<file path="src/pkg/csc_defs.svh">
`ifndef CSC_DEFS_SVH
`define CSC_DEFS_SVH

// Register indices; byte address is four times the index
`define CSC_IDX_CTRL0    8'ha0
`define CSC_IDX_CTRL1    8'ha1
`define CSC_IDX_CTRL2    8'ha2
`define CSC_IDX_CTRL3    8'ha3
`define CSC_IDX_CNT_LO   8'ha4
`define CSC_IDX_CNT_HI   8'ha5
`define CSC_IDX_FLAGS    8'ha6
`define CSC_IDX_LIMIT    8'ha7
`define CSC_IDX_SLEW     8'ha8
`define CSC_IDX_LEVEL    8'hfd

// Reset value shared by every register
`define CSC_RST_BYTE     8'h00

// Writable bits; reserved bits hold zero
`define CSC_WMASK_CTRL0  8'hc7
`define CSC_WMASK_CTRL1  8'hff
`define CSC_WMASK_CTRL2  8'hf7
`define CSC_WMASK_CTRL3  8'hff
`define CSC_WMASK_LIMIT  8'h3f
`define CSC_WMASK_SLEW   8'hff
`define CSC_WMASK_LEVEL  8'hff
`define CSC_WMASK_FMASK  8'h03

// Field positions
`define CSC_CTRL0_EN     0
`define CSC_CTRL1_DIV_LO 4
`define CSC_CTRL1_DIV_HI 5
`define CSC_CTRL2_RNG_LO 6
`define CSC_CTRL2_RNG_HI 7
`define CSC_CTRL2_SRC_EN 4
`define CSC_SLEW_EN      0
`define CSC_SLEW_DUR_LO  1
`define CSC_SLEW_DUR_HI  7
`define CSC_FLAG_DONE    4
`define CSC_FLAG_OVF     5
`define CSC_MASK_DONE    0
`define CSC_MASK_OVF     1

// Divider counter width in bits
`define CSC_DIV_BITS     3

`endif

</file>
<file path="src/pkg/csc_pkg.sv">
package csc_pkg;

  typedef enum logic [1:0] {
    CSC_T_IDLE,
    CSC_T_COUNT,
    CSC_T_DONE
  } csc_timer_state_type;

  typedef logic [7:0] csc_byte_type;

endpackage

</file>
<file path="src/pkg/csc_timer_if.sv">
`timescale 1ns/1ps
`default_nettype none

interface csc_timer_if #(
  parameter int CW = 6
);
  logic          tick;
  logic          enable;
  logic [CW-1:0] limit;
  logic          active;
  logic          capture;
  logic          terminal;

  modport ctl (
    output tick,
    output enable,
    output limit,
    input  active,
    input  capture,
    input  terminal
  );

  modport tmr (
    input  tick,
    input  enable,
    input  limit,
    output active,
    output capture,
    output terminal
  );
endinterface

`default_nettype wire

</file>
<file path="src/rtl/csc_timer.sv">
`timescale 1ns/1ps
`default_nettype none

module csc_timer
  import csc_pkg::*;
#(
  parameter int CW = 6
) (
  // Clock and reset
  input  wire logic ref_clk,
  input  wire logic srst,
  // Timer link
  csc_timer_if.tmr  tif
);

  logic                sync_a;
  logic                sync_b;
  logic [CW-1:0]       count;
  csc_timer_state_type state;

  // two stage enable
  // Disable clears at once so a restart never sees a stale start
  always_ff @(posedge ref_clk) begin
    if (srst || !tif.enable) begin
      sync_a <= 1'b0;
      sync_b <= 1'b0;
    end else if (tif.tick) begin
      sync_a <= 1'b1;
      sync_b <= sync_a;
    end
  end

  always_ff @(posedge ref_clk) begin
    if (srst || !sync_b) begin
      state <= CSC_T_IDLE;
      count <= '0;
    end else if (tif.tick) begin
      case (state)
        CSC_T_IDLE: begin
          count <= tif.limit;
          state <= CSC_T_COUNT;
        end
        CSC_T_COUNT: begin
          if (count == '0) begin
            state <= CSC_T_DONE;
          end else begin
            count <= count - 1'b1;
          end
        end
        CSC_T_DONE: begin
          state <= CSC_T_DONE;
        end
        default: begin
          state <= CSC_T_IDLE;
        end
      endcase
    end
  end

  always_ff @(posedge ref_clk) begin
    if (srst || !sync_b) begin
      tif.terminal <= 1'b0;
    end else if (tif.tick) begin
      tif.terminal <= (state == CSC_T_COUNT) && (count == '0);
    end
  end

  assign tif.active  = (state == CSC_T_COUNT);
  assign tif.capture = tif.tick && (state == CSC_T_COUNT)
                       && (count == '0);

endmodule

`default_nettype wire

</file>
<file path="src/rtl/csc_top.sv">
`timescale 1ns/1ps
`default_nettype none
`include "csc_defs.svh"

// Overview of operation
// - Interval is a programmed count of oscillator cycles, 6-bit counter.
// - 16-bit counter runs on divided main clock during the interval.
// - Dual slew: fast rate for fixed time each edge, then slow.
// - Current source level comes from an 8-bit register.
// - Two-bit range field in control 2 prescales the current.
// - At terminal count the 16-bit count is captured as result.
// - Enable passes two flip-flop stages before the timer starts.
// - Timer loads, counts down once to zero, stops until re-enabled.
// - Terminal count pulse is high for exactly one oscillator cycle.
module csc_top
  import csc_pkg::*;
#(
  parameter int AW = 10,
  parameter int CW = 6,
  parameter int RW = 16
) (
  // Clock and reset
  input  wire logic          ref_clk,
  input  wire logic          srst,
  // Wishbone slave
  input  wire logic [AW-1:0] wb_adr_i,
  input  wire logic [31:0]   wb_dat_i,
  input  wire logic          wb_we_i,
  input  wire logic [3:0]    wb_sel_i,
  input  wire logic          wb_cyc_i,
  input  wire logic          wb_stb_i,
  output logic      [31:0]   wb_dat_o,
  output logic               wb_ack_o,
  // Relaxation oscillator
  input  wire logic          relaxation_oscillator_in,
  output logic               quick_edge_drive,
  // Sense current source
  output logic      [7:0]    sense_current_source_level,
  output logic      [1:0]    current_prescale_select,
  output logic               sense_current_source_enable,
  // Status
  output logic               measuring,
  output logic               irq
);

  // Register bank
  csc_byte_type sense_control_0;
  csc_byte_type sense_control_1;
  csc_byte_type sense_control_2;
  csc_byte_type sense_control_3;
  csc_byte_type oscillator_cycle_limit;
  csc_byte_type edge_rate_control;
  csc_byte_type current_level_value;
  csc_byte_type event_mask;
  logic [1:0]   event_status;
  logic [RW-1:0] result_count;

  // Bus decode
  logic         bus_req;
  logic         bus_wr;
  logic [7:0]   bus_idx;
  csc_byte_type bus_wdat;
  csc_byte_type rd_byte;

  // Oscillator edges
  logic         osc_q;
  logic         osc_rise;
  logic         osc_edge;

  // Count clock and counter
  logic [`CSC_DIV_BITS-1:0] div_cnt;
  logic         count_tick;
  logic [RW-1:0] sense_count;
  logic         count_ovf;

  // Slew timing
  logic [6:0]   quick_left;

  // Events
  logic         ev_done;
  logic         ev_ovf;

  // Timer link
  csc_timer_if #(.CW(CW)) tif ();

  // Register index match
  function automatic logic idx_hit(
    input logic [7:0] idx,
    input logic [7:0] target
  );
    idx_hit = (idx == target);
  endfunction

  // Masked byte write
  function automatic csc_byte_type wr_byte(
    input csc_byte_type data,
    input csc_byte_type mask
  );
    wr_byte = data & mask;
  endfunction

  // Divider select to tick test
  function automatic logic div_done(
    input logic [`CSC_DIV_BITS-1:0] cnt,
    input logic [1:0]               sel
  );
    logic [`CSC_DIV_BITS-1:0] top;
    top = '0;
    case (sel)
      2'h0: top = 3'h0;
      2'h1: top = 3'h1;
      2'h2: top = 3'h3;
      default: top = 3'h7;
    endcase
    div_done = (cnt >= top);
  endfunction

  assign bus_req  = wb_cyc_i && wb_stb_i && !wb_ack_o;
  assign bus_wr   = bus_req && wb_we_i && wb_sel_i[0];
  assign bus_idx  = wb_adr_i[9:2];
  assign bus_wdat = wb_dat_i[7:0];

  // Answer one cycle after the request, mapped or not
  always_ff @(posedge ref_clk) begin
    if (srst) begin
      wb_ack_o <= 1'b0;
    end else begin
      wb_ack_o <= bus_req;
    end
  end

  always_ff @(posedge ref_clk) begin
    if (srst) begin
      sense_control_0 <= `CSC_RST_BYTE;
      sense_control_1 <= `CSC_RST_BYTE;
      sense_control_2 <= `CSC_RST_BYTE;
      sense_control_3 <= `CSC_RST_BYTE;
    end else if (bus_wr) begin
      if (idx_hit(bus_idx, `CSC_IDX_CTRL0)) begin
        sense_control_0 <= wr_byte(bus_wdat, `CSC_WMASK_CTRL0);
      end
      if (idx_hit(bus_idx, `CSC_IDX_CTRL1)) begin
        sense_control_1 <= wr_byte(bus_wdat, `CSC_WMASK_CTRL1);
      end
      if (idx_hit(bus_idx, `CSC_IDX_CTRL2)) begin
        sense_control_2 <= wr_byte(bus_wdat, `CSC_WMASK_CTRL2);
      end
      if (idx_hit(bus_idx, `CSC_IDX_CTRL3)) begin
        sense_control_3 <= wr_byte(bus_wdat, `CSC_WMASK_CTRL3);
      end
    end
  end

  // Timing, level and event mask registers
  always_ff @(posedge ref_clk) begin
    if (srst) begin
      oscillator_cycle_limit <= `CSC_RST_BYTE;
      edge_rate_control      <= `CSC_RST_BYTE;
      current_level_value    <= `CSC_RST_BYTE;
      event_mask             <= `CSC_RST_BYTE;
    end else if (bus_wr) begin
      if (idx_hit(bus_idx, `CSC_IDX_LIMIT)) begin
        oscillator_cycle_limit <= wr_byte(bus_wdat,
                                          `CSC_WMASK_LIMIT);
      end
      if (idx_hit(bus_idx, `CSC_IDX_SLEW)) begin
        edge_rate_control <= wr_byte(bus_wdat, `CSC_WMASK_SLEW);
      end
      if (idx_hit(bus_idx, `CSC_IDX_LEVEL)) begin
        current_level_value <= wr_byte(bus_wdat,
                                       `CSC_WMASK_LEVEL);
      end
      if (idx_hit(bus_idx, `CSC_IDX_FLAGS)) begin
        event_mask <= wr_byte(bus_wdat, `CSC_WMASK_FMASK);
      end
    end
  end

  // Sticky events; a set in the clearing cycle wins
  always_ff @(posedge ref_clk) begin
    if (srst) begin
      event_status <= 2'h0;
    end else begin
      if (bus_wr && idx_hit(bus_idx, `CSC_IDX_FLAGS)) begin
        event_status <= (event_status
          & ~bus_wdat[`CSC_FLAG_OVF:`CSC_FLAG_DONE])
          | {ev_ovf, ev_done};
      end else begin
        event_status <= event_status | {ev_ovf, ev_done};
      end
    end
  end

  always_comb begin
    rd_byte = 8'h00;
    case (bus_idx)
      `CSC_IDX_CTRL0:  rd_byte = sense_control_0;
      `CSC_IDX_CTRL1:  rd_byte = sense_control_1;
      `CSC_IDX_CTRL2:  rd_byte = sense_control_2;
      `CSC_IDX_CTRL3:  rd_byte = sense_control_3;
      `CSC_IDX_CNT_LO: rd_byte = result_count[7:0];
      `CSC_IDX_CNT_HI: rd_byte = result_count[15:8];
      `CSC_IDX_FLAGS:  rd_byte = {2'h0, event_status,
                                  2'h0, event_mask[1:0]};
      `CSC_IDX_LIMIT:  rd_byte = oscillator_cycle_limit;
      `CSC_IDX_SLEW:   rd_byte = edge_rate_control;
      `CSC_IDX_LEVEL:  rd_byte = current_level_value;
      default:         rd_byte = 8'h00;
    endcase
  end

  // Read data held with the acknowledge
  always_ff @(posedge ref_clk) begin
    if (srst) begin
      wb_dat_o <= 32'h0000_0000;
    end else if (bus_req && !wb_we_i) begin
      wb_dat_o <= {24'h00_0000, rd_byte};
    end
  end

  // Inputs are synchronous; one flop gives the edge
  always_ff @(posedge ref_clk) begin
    if (srst) begin
      osc_q <= 1'b0;
    end else begin
      osc_q <= relaxation_oscillator_in;
    end
  end

  assign osc_rise = relaxation_oscillator_in && !osc_q;
  assign osc_edge = relaxation_oscillator_in ^ osc_q;

  assign tif.tick   = osc_rise;
  assign tif.enable = sense_control_0[`CSC_CTRL0_EN];
  assign tif.limit  = oscillator_cycle_limit[CW-1:0];

  csc_timer #(
    .CW (CW)
  ) i_csc_timer (
    .ref_clk (ref_clk),
    .srst    (srst),
    .tif     (tif)
  );

  // Count clock from the main clock
  always_ff @(posedge ref_clk) begin
    if (srst || !tif.active) begin
      div_cnt <= '0;
    end else if (count_tick) begin
      div_cnt <= '0;
    end else begin
      div_cnt <= div_cnt + 1'b1;
    end
  end

  assign count_tick = tif.active && div_done(div_cnt,
    sense_control_1[`CSC_CTRL1_DIV_HI:`CSC_CTRL1_DIV_LO]);

  // count during interval
  // Cleared while disabled so every run starts from zero
  always_ff @(posedge ref_clk) begin
    if (srst || !sense_control_0[`CSC_CTRL0_EN]) begin
      sense_count <= '0;
    end else if (count_tick) begin
      sense_count <= sense_count + 1'b1;
    end
  end

  assign count_ovf = count_tick && (sense_count == '1);

  always_ff @(posedge ref_clk) begin
    if (srst) begin
      result_count <= '0;
    end else if (tif.capture) begin
      result_count <= sense_count;
    end
  end

  assign ev_done = tif.capture;
  assign ev_ovf  = count_ovf;

  always_ff @(posedge ref_clk) begin
    if (srst || !edge_rate_control[`CSC_SLEW_EN]) begin
      quick_left <= 7'h00;
    end else if (osc_edge) begin
      quick_left <= edge_rate_control[`CSC_SLEW_DUR_HI:
                                      `CSC_SLEW_DUR_LO];
    end else if (quick_left != 7'h00) begin
      quick_left <= quick_left - 7'h01;
    end
  end

  always_ff @(posedge ref_clk) begin
    if (srst) begin
      quick_edge_drive <= 1'b0;
    end else begin
      quick_edge_drive <= edge_rate_control[`CSC_SLEW_EN]
        && (osc_edge || (quick_left > 7'h01));
    end
  end

  always_ff @(posedge ref_clk) begin
    if (srst) begin
      sense_current_source_level  <= 8'h00;
      current_prescale_select     <= 2'h0;
      sense_current_source_enable <= 1'b0;
    end else begin
      sense_current_source_level  <= current_level_value;
      current_prescale_select     <= sense_control_2[
        `CSC_CTRL2_RNG_HI:`CSC_CTRL2_RNG_LO];
      sense_current_source_enable <= sense_control_2[
        `CSC_CTRL2_SRC_EN];
    end
  end

  // Status and interrupt outputs
  always_ff @(posedge ref_clk) begin
    if (srst) begin
      measuring <= 1'b0;
      irq       <= 1'b0;
    end else begin
      measuring <= tif.active;
      irq       <= |(event_status & event_mask[1:0]);
    end
  end

endmodule

`default_nettype wire

</file>
<file path="config.mk">
export PLATFORM = sky130hd
export DESIGN_NAME = csc_top
export DESIGN_NICKNAME = d
export VERILOG_FILES = /design/src/pkg/csc_pkg.sv /design/src/pkg/csc_timer_if.sv /design/src/rtl/csc_timer.sv /design/src/rtl/csc_top.sv
export VERILOG_INCLUDE_DIRS = /design/src /design/src/pkg
export SDC_FILE = /design/constraint.sdc
export NUM_CORES = 1
export LEC_CHECK = 0
export BUFFER_PORTS_ARGS = -buffer_cell sky130_fd_sc_hd__buf_2
export CORE_MARGIN = 2
export CORE_UTILIZATION = 36
export CTS_CLUSTER_DIAMETER = 120
export DETAILED_ROUTE_END_ITERATION = 16
export SLEW_MARGIN = 20
export SYNTH_ARGS = -nofsm -noshare
export SYNTH_HDL_FRONTEND = slang
export SYNTH_SLANG_ARGS = --single-unit
</file>
<file path="constraint.sdc">
create_clock -name ref_clk -period 3.5 [get_ports ref_clk]
set_clock_uncertainty 0.2 [all_clocks]
set_input_delay 0.175 -clock ref_clk [delete_from_list [all_inputs] [get_ports ref_clk]]
set_output_delay 0.175 -clock ref_clk [all_outputs]
set_load 0.02 [all_outputs]
</file>
Yosys cells after proc, flatten, opt, wreduce, memory -nomap -nowiden. Index checks and enable logic that the tools add are counted.

RAM bits: 0. Flip-flop bits (word level): 130. Memories: 0. Input port bits: 52. Latch bits: 0. Word-level logic and storage cells: 106. Bits in read-only memories: 0. Output and inout bits: 47.

$add $sub $neg: 4. Reductions and logical operators: 42. Multiply operators: 0. Equal/unequal tests: 17. Divide/modulo/power cells: 0. Muxes and demuxes: 9. Order comparisons: 2. Shifts and indexed selects: 0. Bitwise logic cells: 6.

Operators with widths (number): 8-bit == test, second input constant (10); 8-bit one-hot mux with 10 select lines (1); 2-bit AND reduction (9); 16-bit by 1-bit adder with 16-bit output, second input constant (1); 16-bit == test, second input constant (1); 7-bit 2-to-1 mux (2); 1-bit logical AND (12); 6-bit one-hot mux with 2 select lines (1); 3-bit one-hot mux with 3 select lines (1); 7-bit by 1-bit > comparator with 1-bit output, second input constant (1); 1-bit logical NOT (7); 7-bit nonzero test (1); 7-bit by 1-bit subtractor with 7-bit output, second input constant (1); 6-bit logical NOT (1); 6-bit 2-to-1 mux (1); 2-bit one-hot mux with 3 select lines (1); 6-bit by 1-bit subtractor with 6-bit output, second input constant (1); 1-bit logical OR (5); 2-bit bitwise AND (2); 2-bit by 1-bit == test with 1-bit output, second input constant (2); 2-bit == test, second input constant (2); 2-bit logical NOT (2); 2-bit 2-to-1 mux (2); 2-bit OR (2); 9 further kinds (11).

Logic depth before layout (Yosys ltp). Gate-level depths: netlist (run 1).

Depth in word-level cells: 7. Mapped depth: 9. Depth with buffers taken out: 7.

Hierarchy. From an unflattened synthesis (run 1), not the netlist that was laid out.

Cell total of the unflattened synthesis: 650. Area total of the unflattened synthesis: 6180.9 µm².

Modules (own cells, without submodules): csc_top (times used 1, cells an instance 575, area an instance 5469.0 µm², seq. area each 2402.3 µm²); csc_timer (times used 1, cells an instance 75, area an instance 711.9 µm², seq. area each 220.2 µm²).

Least setup slack after synthesis (run 1). OpenSTA, ideal clock, no wires.

Path kind: register -> register. Start point: reg sense_control_1[4]. End point: reg sense_count[9]. Path buffers: 2. Cell stages (with the launch flop): 10. Arrival time: 1.832 ns. Setup time: 0.135 ns. Required time: 3.165 ns. Path slack: 1.333 ns. Period minus slack after synthesis: 2.167 ns. Cells stage by stage: dfxtp_1 -> or2_2 -> ha_1 -> nand2b_1 -> a21o_1 -> a21oi_1 -> buf_2 -> buf_2 -> o311ai_0 -> o41ai_1.

Cells in the longest elaborated chain, start to end: 4. Elaborated cells between the ends (all ways): 6. Classes of those cells: 1 x order compare; 2 x eq/ne; 1 x mux; 2 x reduce/logical.

Ends and longest elaborated chain: start: declaration (line csc_top.sv:48) `csc_byte_type sense_control_1;`; start signal: assignment (line csc_top.sv:135) `` sense_control_1 <= `CSC_RST_BYTE; ``; start signal: assignment (line csc_top.sv:143) `` sense_control_1 <= wr_byte(bus_wdat, `CSC_WMASK_CTRL1); ``; 2-bit == test, or another cell as far along (line csc_top.sv:109) `case (sel)`; 3-bit one-hot mux with 3 select lines (*) (line csc_top.sv:109); 3-bit greater-or-equal comparator (*) (line csc_top.sv:115) `div_done = (cnt >= top);`; 1-bit logical AND (*) (line csc_top.sv:256) `assign count_tick = tif.active && div_done(div_cnt,`; end signal: assignment (line csc_top.sv:265) `sense_count <= sense_count + 1'b1;`; end: declaration (line csc_top.sv:73) `logic [RW-1:0] sense_count;`.

Every way passes the cells marked *; elsewhere a longest branch is shown, timed or not. A chain may end at the register's enable or synchronous reset.

Final worst setup path (run 1).
Start point: reg i_csc_timer.state[1]. End point: reg i_csc_timer.state[0].

Cells in the longest elaborated chain, start to end: 3. Elaborated cells between the ends (all ways): 6. Classes of those cells: 3 x eq/ne; 1 x mux; 2 x reduce/logical.

Ends and longest elaborated chain: start: declaration (line csc_timer.sv:19) `csc_timer_state_type state;`; start signal: assignment (line csc_timer.sv:35) `state <= CSC_T_IDLE;`; start signal: assignment (line csc_timer.sv:41) `state <= CSC_T_COUNT;`; start signal: assignment (line csc_timer.sv:45) `state <= CSC_T_DONE;`; 2-bit by 1-bit == test with 1-bit output (*); named net i_csc_timer.tif.active (line csc_timer_if.sv:27) `output active,`; 2-bit by 1-bit != test with 1-bit output (no line); 2-bit AND reduction (no line).

The timed path passes the listed nets; every way through them passes the cells marked *.

==> results.toml, run 1 <==
[status]
status = "finished clean"

[grt]
grt-ovfl-total = 0
gr-usage-all-layers_pct = 17.78
grt_pass1_vias = 4539
grt_max_degree = 87
antenna_found_initial = 0
grt_pass1_wl_um = 24780

[synth]
yosysMostFrequentCell = "dfxtp_1"
yosys.area.top_type_share_pct = 41.91
synth_top_area_cell = "dfxtp_1"
synth_area_sq_um = 6210
netlist_top_cells_count = "dfxtp_1 (130), nor2_1 (93), mux2i_1 (59)"
synth-seq-cells = 130
ys_seq_area_share_pct = 41.91
synth_edf_count = 0
postSynthCellCount = 698
postSynth.asyncResetShare_pct = 0
synthTopCellsByArea = "dfxtp_1 (42%), mux2i_1 (9.5%), nor2_1 (5.6%), a21oi_1 (3.5%), nand2_1 (3.3%)"
yosys_most_used_dff = "dfxtp_1"
yosysWarnings = 0
syn_avg_cell_area_sq_um = 8.896
synthDistinctLibCells = 71

[place]
dp_hpwl_um = 10820
gp_congestion = 0.8319
place_ws_ns = 0.9937
io_buffers = 45

[floorplanning]
row_count = 48
die_w_um = 135.3
initial_core_util_pct = 36.41
dieArea_sq_um = 18320
die_h_um = 135.3
core_area_sq_um = 17060
pin_count = 99

[routing]
drt_wl_total_um = 15640
viasPerCell = 5.190
ant_nets = 0
vias = 5086
drc = 0
wire_per_inst_um = 15.96
drtIter0Drc = 397
firstDrtPassIters = 7

[worst_setup_path]
cpLargestDelayFamily = "adder cells"
worstPathCellList = "inv_1 -> ha_1 -> inv_1 -> a21oi_1 -> nand2b_1 -> mux2i_1 -> nor2_1"
cp-start-kind = "flop"
cp_common_cell = "inv_1"
crit_arrival_ns = 2.49
slowest_stage = "ha_1"
cp_num_cells = 7
path_max_fanout = 18
critPathBufInv = 2
end_kind = "flop"
worst-setup-path-type = "flop to flop"
critPathRequiredTime_ns = 3.60
r2r_cells = 7
critPathMaxStageDelay_ns = 0.55

[clock_network]
cts-resized-gates = 0
root_buffer = "clkbuf_16"
numClockSinks = 130
clk_pin_slew_ns = 0.06
htreeDepth = 4
ctsHoldBuffers = 11
clock_path_buffers = 2
cts_tree = "built"
cts_setup_buffers = 0
cts_buffers = 17
insertion_delay_ns = 0.42

[hold_path]
min-delay-path-class = "primary input to flop"
worstHoldPathCells = 4

[pwr]
p_seq_share_pct = 43.7
swShare_pct = 23.21
internal_power_mw = 2.606
powerDensity_nw_per_um2 = 471.1
ir_worst_vdd_mv = 0.3050
comb_power_share_pct = 4.7
clkPwrFrac_pct = 51.6
p_leak_nw = 2.963
p_switching_mw = 0.7876

[sta]
rsz0062_at_grt = "false"
setup_ws_ns = 1.114
finalSetupViolations = 0
finalHoldViolCount = 0
fmax_mhz = 419.1
drv_slew = 0
setup_tns_ns = 0
post-route-period-util_pct = 68.17
maxSlewHeadroom_pct = 39.68
period_needed_ns = 2.386
tightest_slew_ns = 0.9048

[cells_and_area]
nets = 808
area_delta_synth_final_pct = 16.00
fillers = 1724
drive_gt1_share_pct = 14.57
antenna_cells = 0
regArea_sq_um = 2603
multi_input_area_sq_um = 3267

[job]
max-cap-violations = 0
-- path summary, 6_finish.rpt --
| kind | start | endpoint | slack, ns |
|---|---|---|---|
| max | i_csc_timer.state[1] | i_csc_timer.state[0] | 1.11 |
| min | srst | sense_count[11] | 0.02 |
| max reg2reg | i_csc_timer.state[1] | i_csc_timer.state[0] | 1.11 |
| min reg2reg | div_cnt[0] | div_cnt[0] | 0.25 |
-- registers in the layout (all words and copies together), names as in the netlist, 3 cells and up --
| name | count |
|---|---|
| current_level_value | 8 |
| div_cnt | 3 |
| edge_rate_control | 8 |
| i_csc_timer.count | 6 |
| oscillator_cycle_limit | 6 |
| quick_left | 7 |
| result_count | 16 |
| sense_control_0 | 5 |
| sense_control_1 | 8 |
| sense_control_2 | 7 |
| sense_control_3 | 8 |
| sense_count | 16 |
| sense_current_source_level | 8 |
| wb_dat_o | 8 |
-- routing by layer --
layer	wire (um)	vias up	track usage [%]	share of wire, %
met5	0	-	0	0
met4	358	0	7.407	2.3
met3	846	27	3.853	5.4
met2	6822	170	26.34	44
met1	7617	2368	25.01	49
li1	-	2521	-	-
-- kinds of logic after synthesis --
| kind of cell | Yosys count | share of synthesized area [%] |
|---|---|---|
| and+or+nand+nor | 265 | 21.96 |
| other | 1 | 0.06039 |
| xor gates and xnor gates | 6 | 0.8464 |
| DFF | 130 | 41.91 |
| buffers and inverters | 81 | 6.971 |
| adders and majority gates | 14 | 2.821 |
| muxes | 67 | 10.96 |
| AOI/OAI and AO/OA | 134 | 14.47 |
-- metrics by stage --
stage                     utilization (%)  std cells  cell area (sq um)  power [mW]  hold WS (ns)
after floorplan                         -        721               6296       1.634        0.1032
after global placement              38.13        937               6504       1.661        0.2126
after detailed placement            38.13        937               6504       1.661        0.2203
after CTS                           42.23        980               7203       3.428       0.01660
after global routing                42.23        980               7203       3.516       0.06841
final                               42.23        980               7203       3.394       0.02406
-- cell usage in the layout, fill, tap and decap left out, types with 5 or more instances in the layout --
| cell type | synthesis | layout |
|---|---|---|
| nor2b_1 | 21 | 21 |
| dfxtp_1 | 130 | 130 |
| inv_1 | 20 | 20 |
| a211oi_1 | 8 | 8 |
| dlygate4sd3_1 | 0 | 11 |
| buf_4 | 24 | 7 |
| conb_1 | 1 | 24 |
| nor2_1 | 93 | 93 |
| buf_2 | 16 | 45 |
| or4_1 | 8 | 8 |
| nand2b_1 | 11 | 11 |
| nand4_1 | 6 | 6 |
| nand3_1 | 21 | 21 |
| clkbuf_16 | 0 | 17 |
| nor3_1 | 8 | 8 |
| a21oi_1 | 43 | 43 |
| nand4_2 | 6 | 6 |
| a22oi_1 | 7 | 7 |
| a32oi_1 | 5 | 5 |
| mux2i_1 | 59 | 59 |
| mux2_2 | 8 | 8 |
| o21ai_0 | 20 | 20 |
| nand2_1 | 55 | 55 |
| nand3b_1 | 8 | 8 |
| a22o_1 | 6 | 6 |
| ha_1 | 14 | 14 |
| o31ai_1 | 6 | 6 |
| clkinvlp_4 | 0 | 6 |
-- tightest hold or removal path: cells and delay by family --
family,cells,cell delay [ns]
buf+inv,1,0.12
mux,1,0.05
simple gates,2,0.25
-- power by group through the flow --
stage,Sequential [mW],Combinational [mW],Clock (mW)
final,1.48,0.159,1.75
after global routing,1.48,0.171,1.86
after CTS,1.48,0.157,1.79
after detailed placement,1.51,0.147,0
after global placement,1.51,0.147,0
after floorplan,1.51,0.119,0
-- final cells by class --
class,count,share of cell area [%]
Sequential cell,130,36.13
Clock inverter,12,1.841
Timing Repair Buffer,63,5.385
Multi-Input combinational cell,510,45.35
Tap cell,225,3.908
Inverter,20,1.042
Clock buffer,20,6.340
(Power assumes the default switching activity.)
==> run 2, diff against run 1 <==
Clock period 3.5 ns to 2.3 ns, I/O delays scaled along.
==> run 2 against run 1 <==
Sequential power up 53%. Wire length increased by 2.2%. First-iteration DRC count increased by 21%. Sequential share of layout area fell by 1.4 points. Non-clock buffer count up 29. Clock power grew 55%. Power increased by 54%. Maximum frequency up 7.9%. Critical path type unchanged. Critical endpoint is now sense_count[10].
==> results.toml, run 2 (synthesis gave the netlist of run 1 again) <==
[pwr]
p_leak_nw = 3.130
p_switching_mw = 1.150
internal_power_mw = 4.088
swShare_pct = 21.96
p_seq_share_pct = 43.1
powerDensity_nw_per_um2 = 698.5
clkPwrFrac_pct = 51.9
comb_power_share_pct = 5.0
ir_worst_vdd_mv = 0.4714

[floorplanning]
row_count = 48
dieArea_sq_um = 18320
core_area_sq_um = 17060
die_h_um = 135.3
initial_core_util_pct = 36.41
pin_count = 99
die_w_um = 135.3

[sta]
tightest_slew_ns = 0.7452
post-route-period-util_pct = 96.13
drv_slew = 0
finalHoldViolCount = 0
maxSlewHeadroom_pct = 49.04
finalSetupViolations = 0
setup_tns_ns = 0
fmax_mhz = 452.3
period_needed_ns = 2.211

[place]
post_dp_cell_area_sq_um = 6689
io_buffers = 45
gp_congestion = 0.8921
dp_hpwl_um = 11430

[cells_and_area]
drive_gt1_share_pct = 17.75
top_regs = "result_count (16), sense_count (16)"
area_delta_synth_final_pct = 20.77
antenna_cells = 0
nets = 837
final_cell_mix = "dfxtp_1 (129), nor2_1 (93), mux2i_1 (59)"
final_area_sq_um = 7500
final_common_cell = "dfxtp_1"

[status]
status = "finished clean"

[clock_network]
clock_path_buffers = 2
cts_buffers = 17
numClockSinks = 130
htreeDepth = 4
root_buffer = "clkbuf_16"
cts_tree = "built"
insertion_delay_ns = 0.42
clk_pin_slew_ns = 0.06

[routing]
vias = 5133
wire_per_inst_um = 15.87
firstDrtPassIters = 5
drt_wl_total_um = 16000
viasPerCell = 5.092
drtIter0Drc = 480
drc = 0
ant_nets = 0

[grt]
gr-usage-all-layers_pct = 17.77
grt-ovfl-total = 0
grt_max_degree = 39
grt_pass1_vias = 4598
grt_pass1_wl_um = 24810
antenna_found_initial = 0

[worst_setup_path]
r2r_cells = 8
worst-setup-path-type = "flop to flop"
cp-start-kind = "flop"
path_max_fanout = 7
end_kind = "flop"
critPathRequiredTime_ns = 2.44
crit_arrival_ns = 2.35

[hold_path]
min-delay-path-class = "primary input to flop"
worstHoldPathCells = 6

[job]
max-cap-violations = 0
## run 2: metal layers
layer | part of all wire [%] | vias up | track usage (%)
li1 | - | 2590 | -
met1 | 48 | 2376 | 24.53
met2 | 44 | 148 | 26.68
met3 | 5.9 | 19 | 4.639
met4 | 1.9 | 0 | 6.597
met5 | 0 | - | 0
## run 2: cell type report
class | count | area [sq um]
repair buffers | 92 | 636.9
clock buffers | 22 | 464.2
multi-input cells | 510 | 3307
fillers | 1707 | 9557
clock inverters | 9 | 131.4
well taps | 225 | 281.5
inverters | 20 | 75.07
flip-flops and latches | 130 | 2604
## run 2: worst max-delay path, cell delays in order (launching register included)
cell and delay [ns]:
dfxtp_2 0.32, or2_4 0.25, ha_4 0.25, nand2b_1 0.09, a21o_1 0.17, a21oi_4 0.09
buf_6 0.14, or4_1 0.50, a21oi_1 0.13
## run 2: power by group through the flow
stage          sequential, mW  combinational (mW)  clock [mW]
2_1_floorplan            2.30               0.182           0
3_3_place_gp             2.30               0.244           0
3_5_place_dp             2.30               0.243           0
4_1_cts                  2.25               0.260        2.76
5_1_grt                  2.25               0.286        2.88
6_report                 2.26               0.264        2.72
## run 2: path summary, 6_finish.rpt
kind	start	slack (ns)	to
min reg2reg	wb_dat_o[0]	0.25	wb_dat_o[0]
max	sense_control_1[4]	0.09	sense_count[10]
max reg2reg	sense_control_1[4]	0.09	sense_count[10]
min	wb_sel_i[0]	0.05	oscillator_cycle_limit[5]
## run 2: what timing repair did
action / CTS / global route
hold buffers: 14 / 0
buffers inserted: 1 / 1
gates cloned: 1 / 0
pin swaps: 0 / 10
resized for setup: 2 / 14
endpoints found under the setup margin: 11 / 20
hold endpoints to repair: 60 / 0
## run 2: stage by stage
stage          total power [mW]  setup slack, ns  hold WS [ns]  util, %  std cells
6_report                  5.238          0.08907       0.04653    43.97       1008
5_1_grt                   5.421        -0.003776       0.06932    43.97       1008
4_1_cts                   5.280         0.006623       0.02643    43.63       1007
3_5_place_dp              2.547        -0.007192        0.1694    39.22        960
3_3_place_gp              2.548          0.02779        0.1569    39.22        960
2_1_floorplan             2.486           0.1328       0.04318        -        721
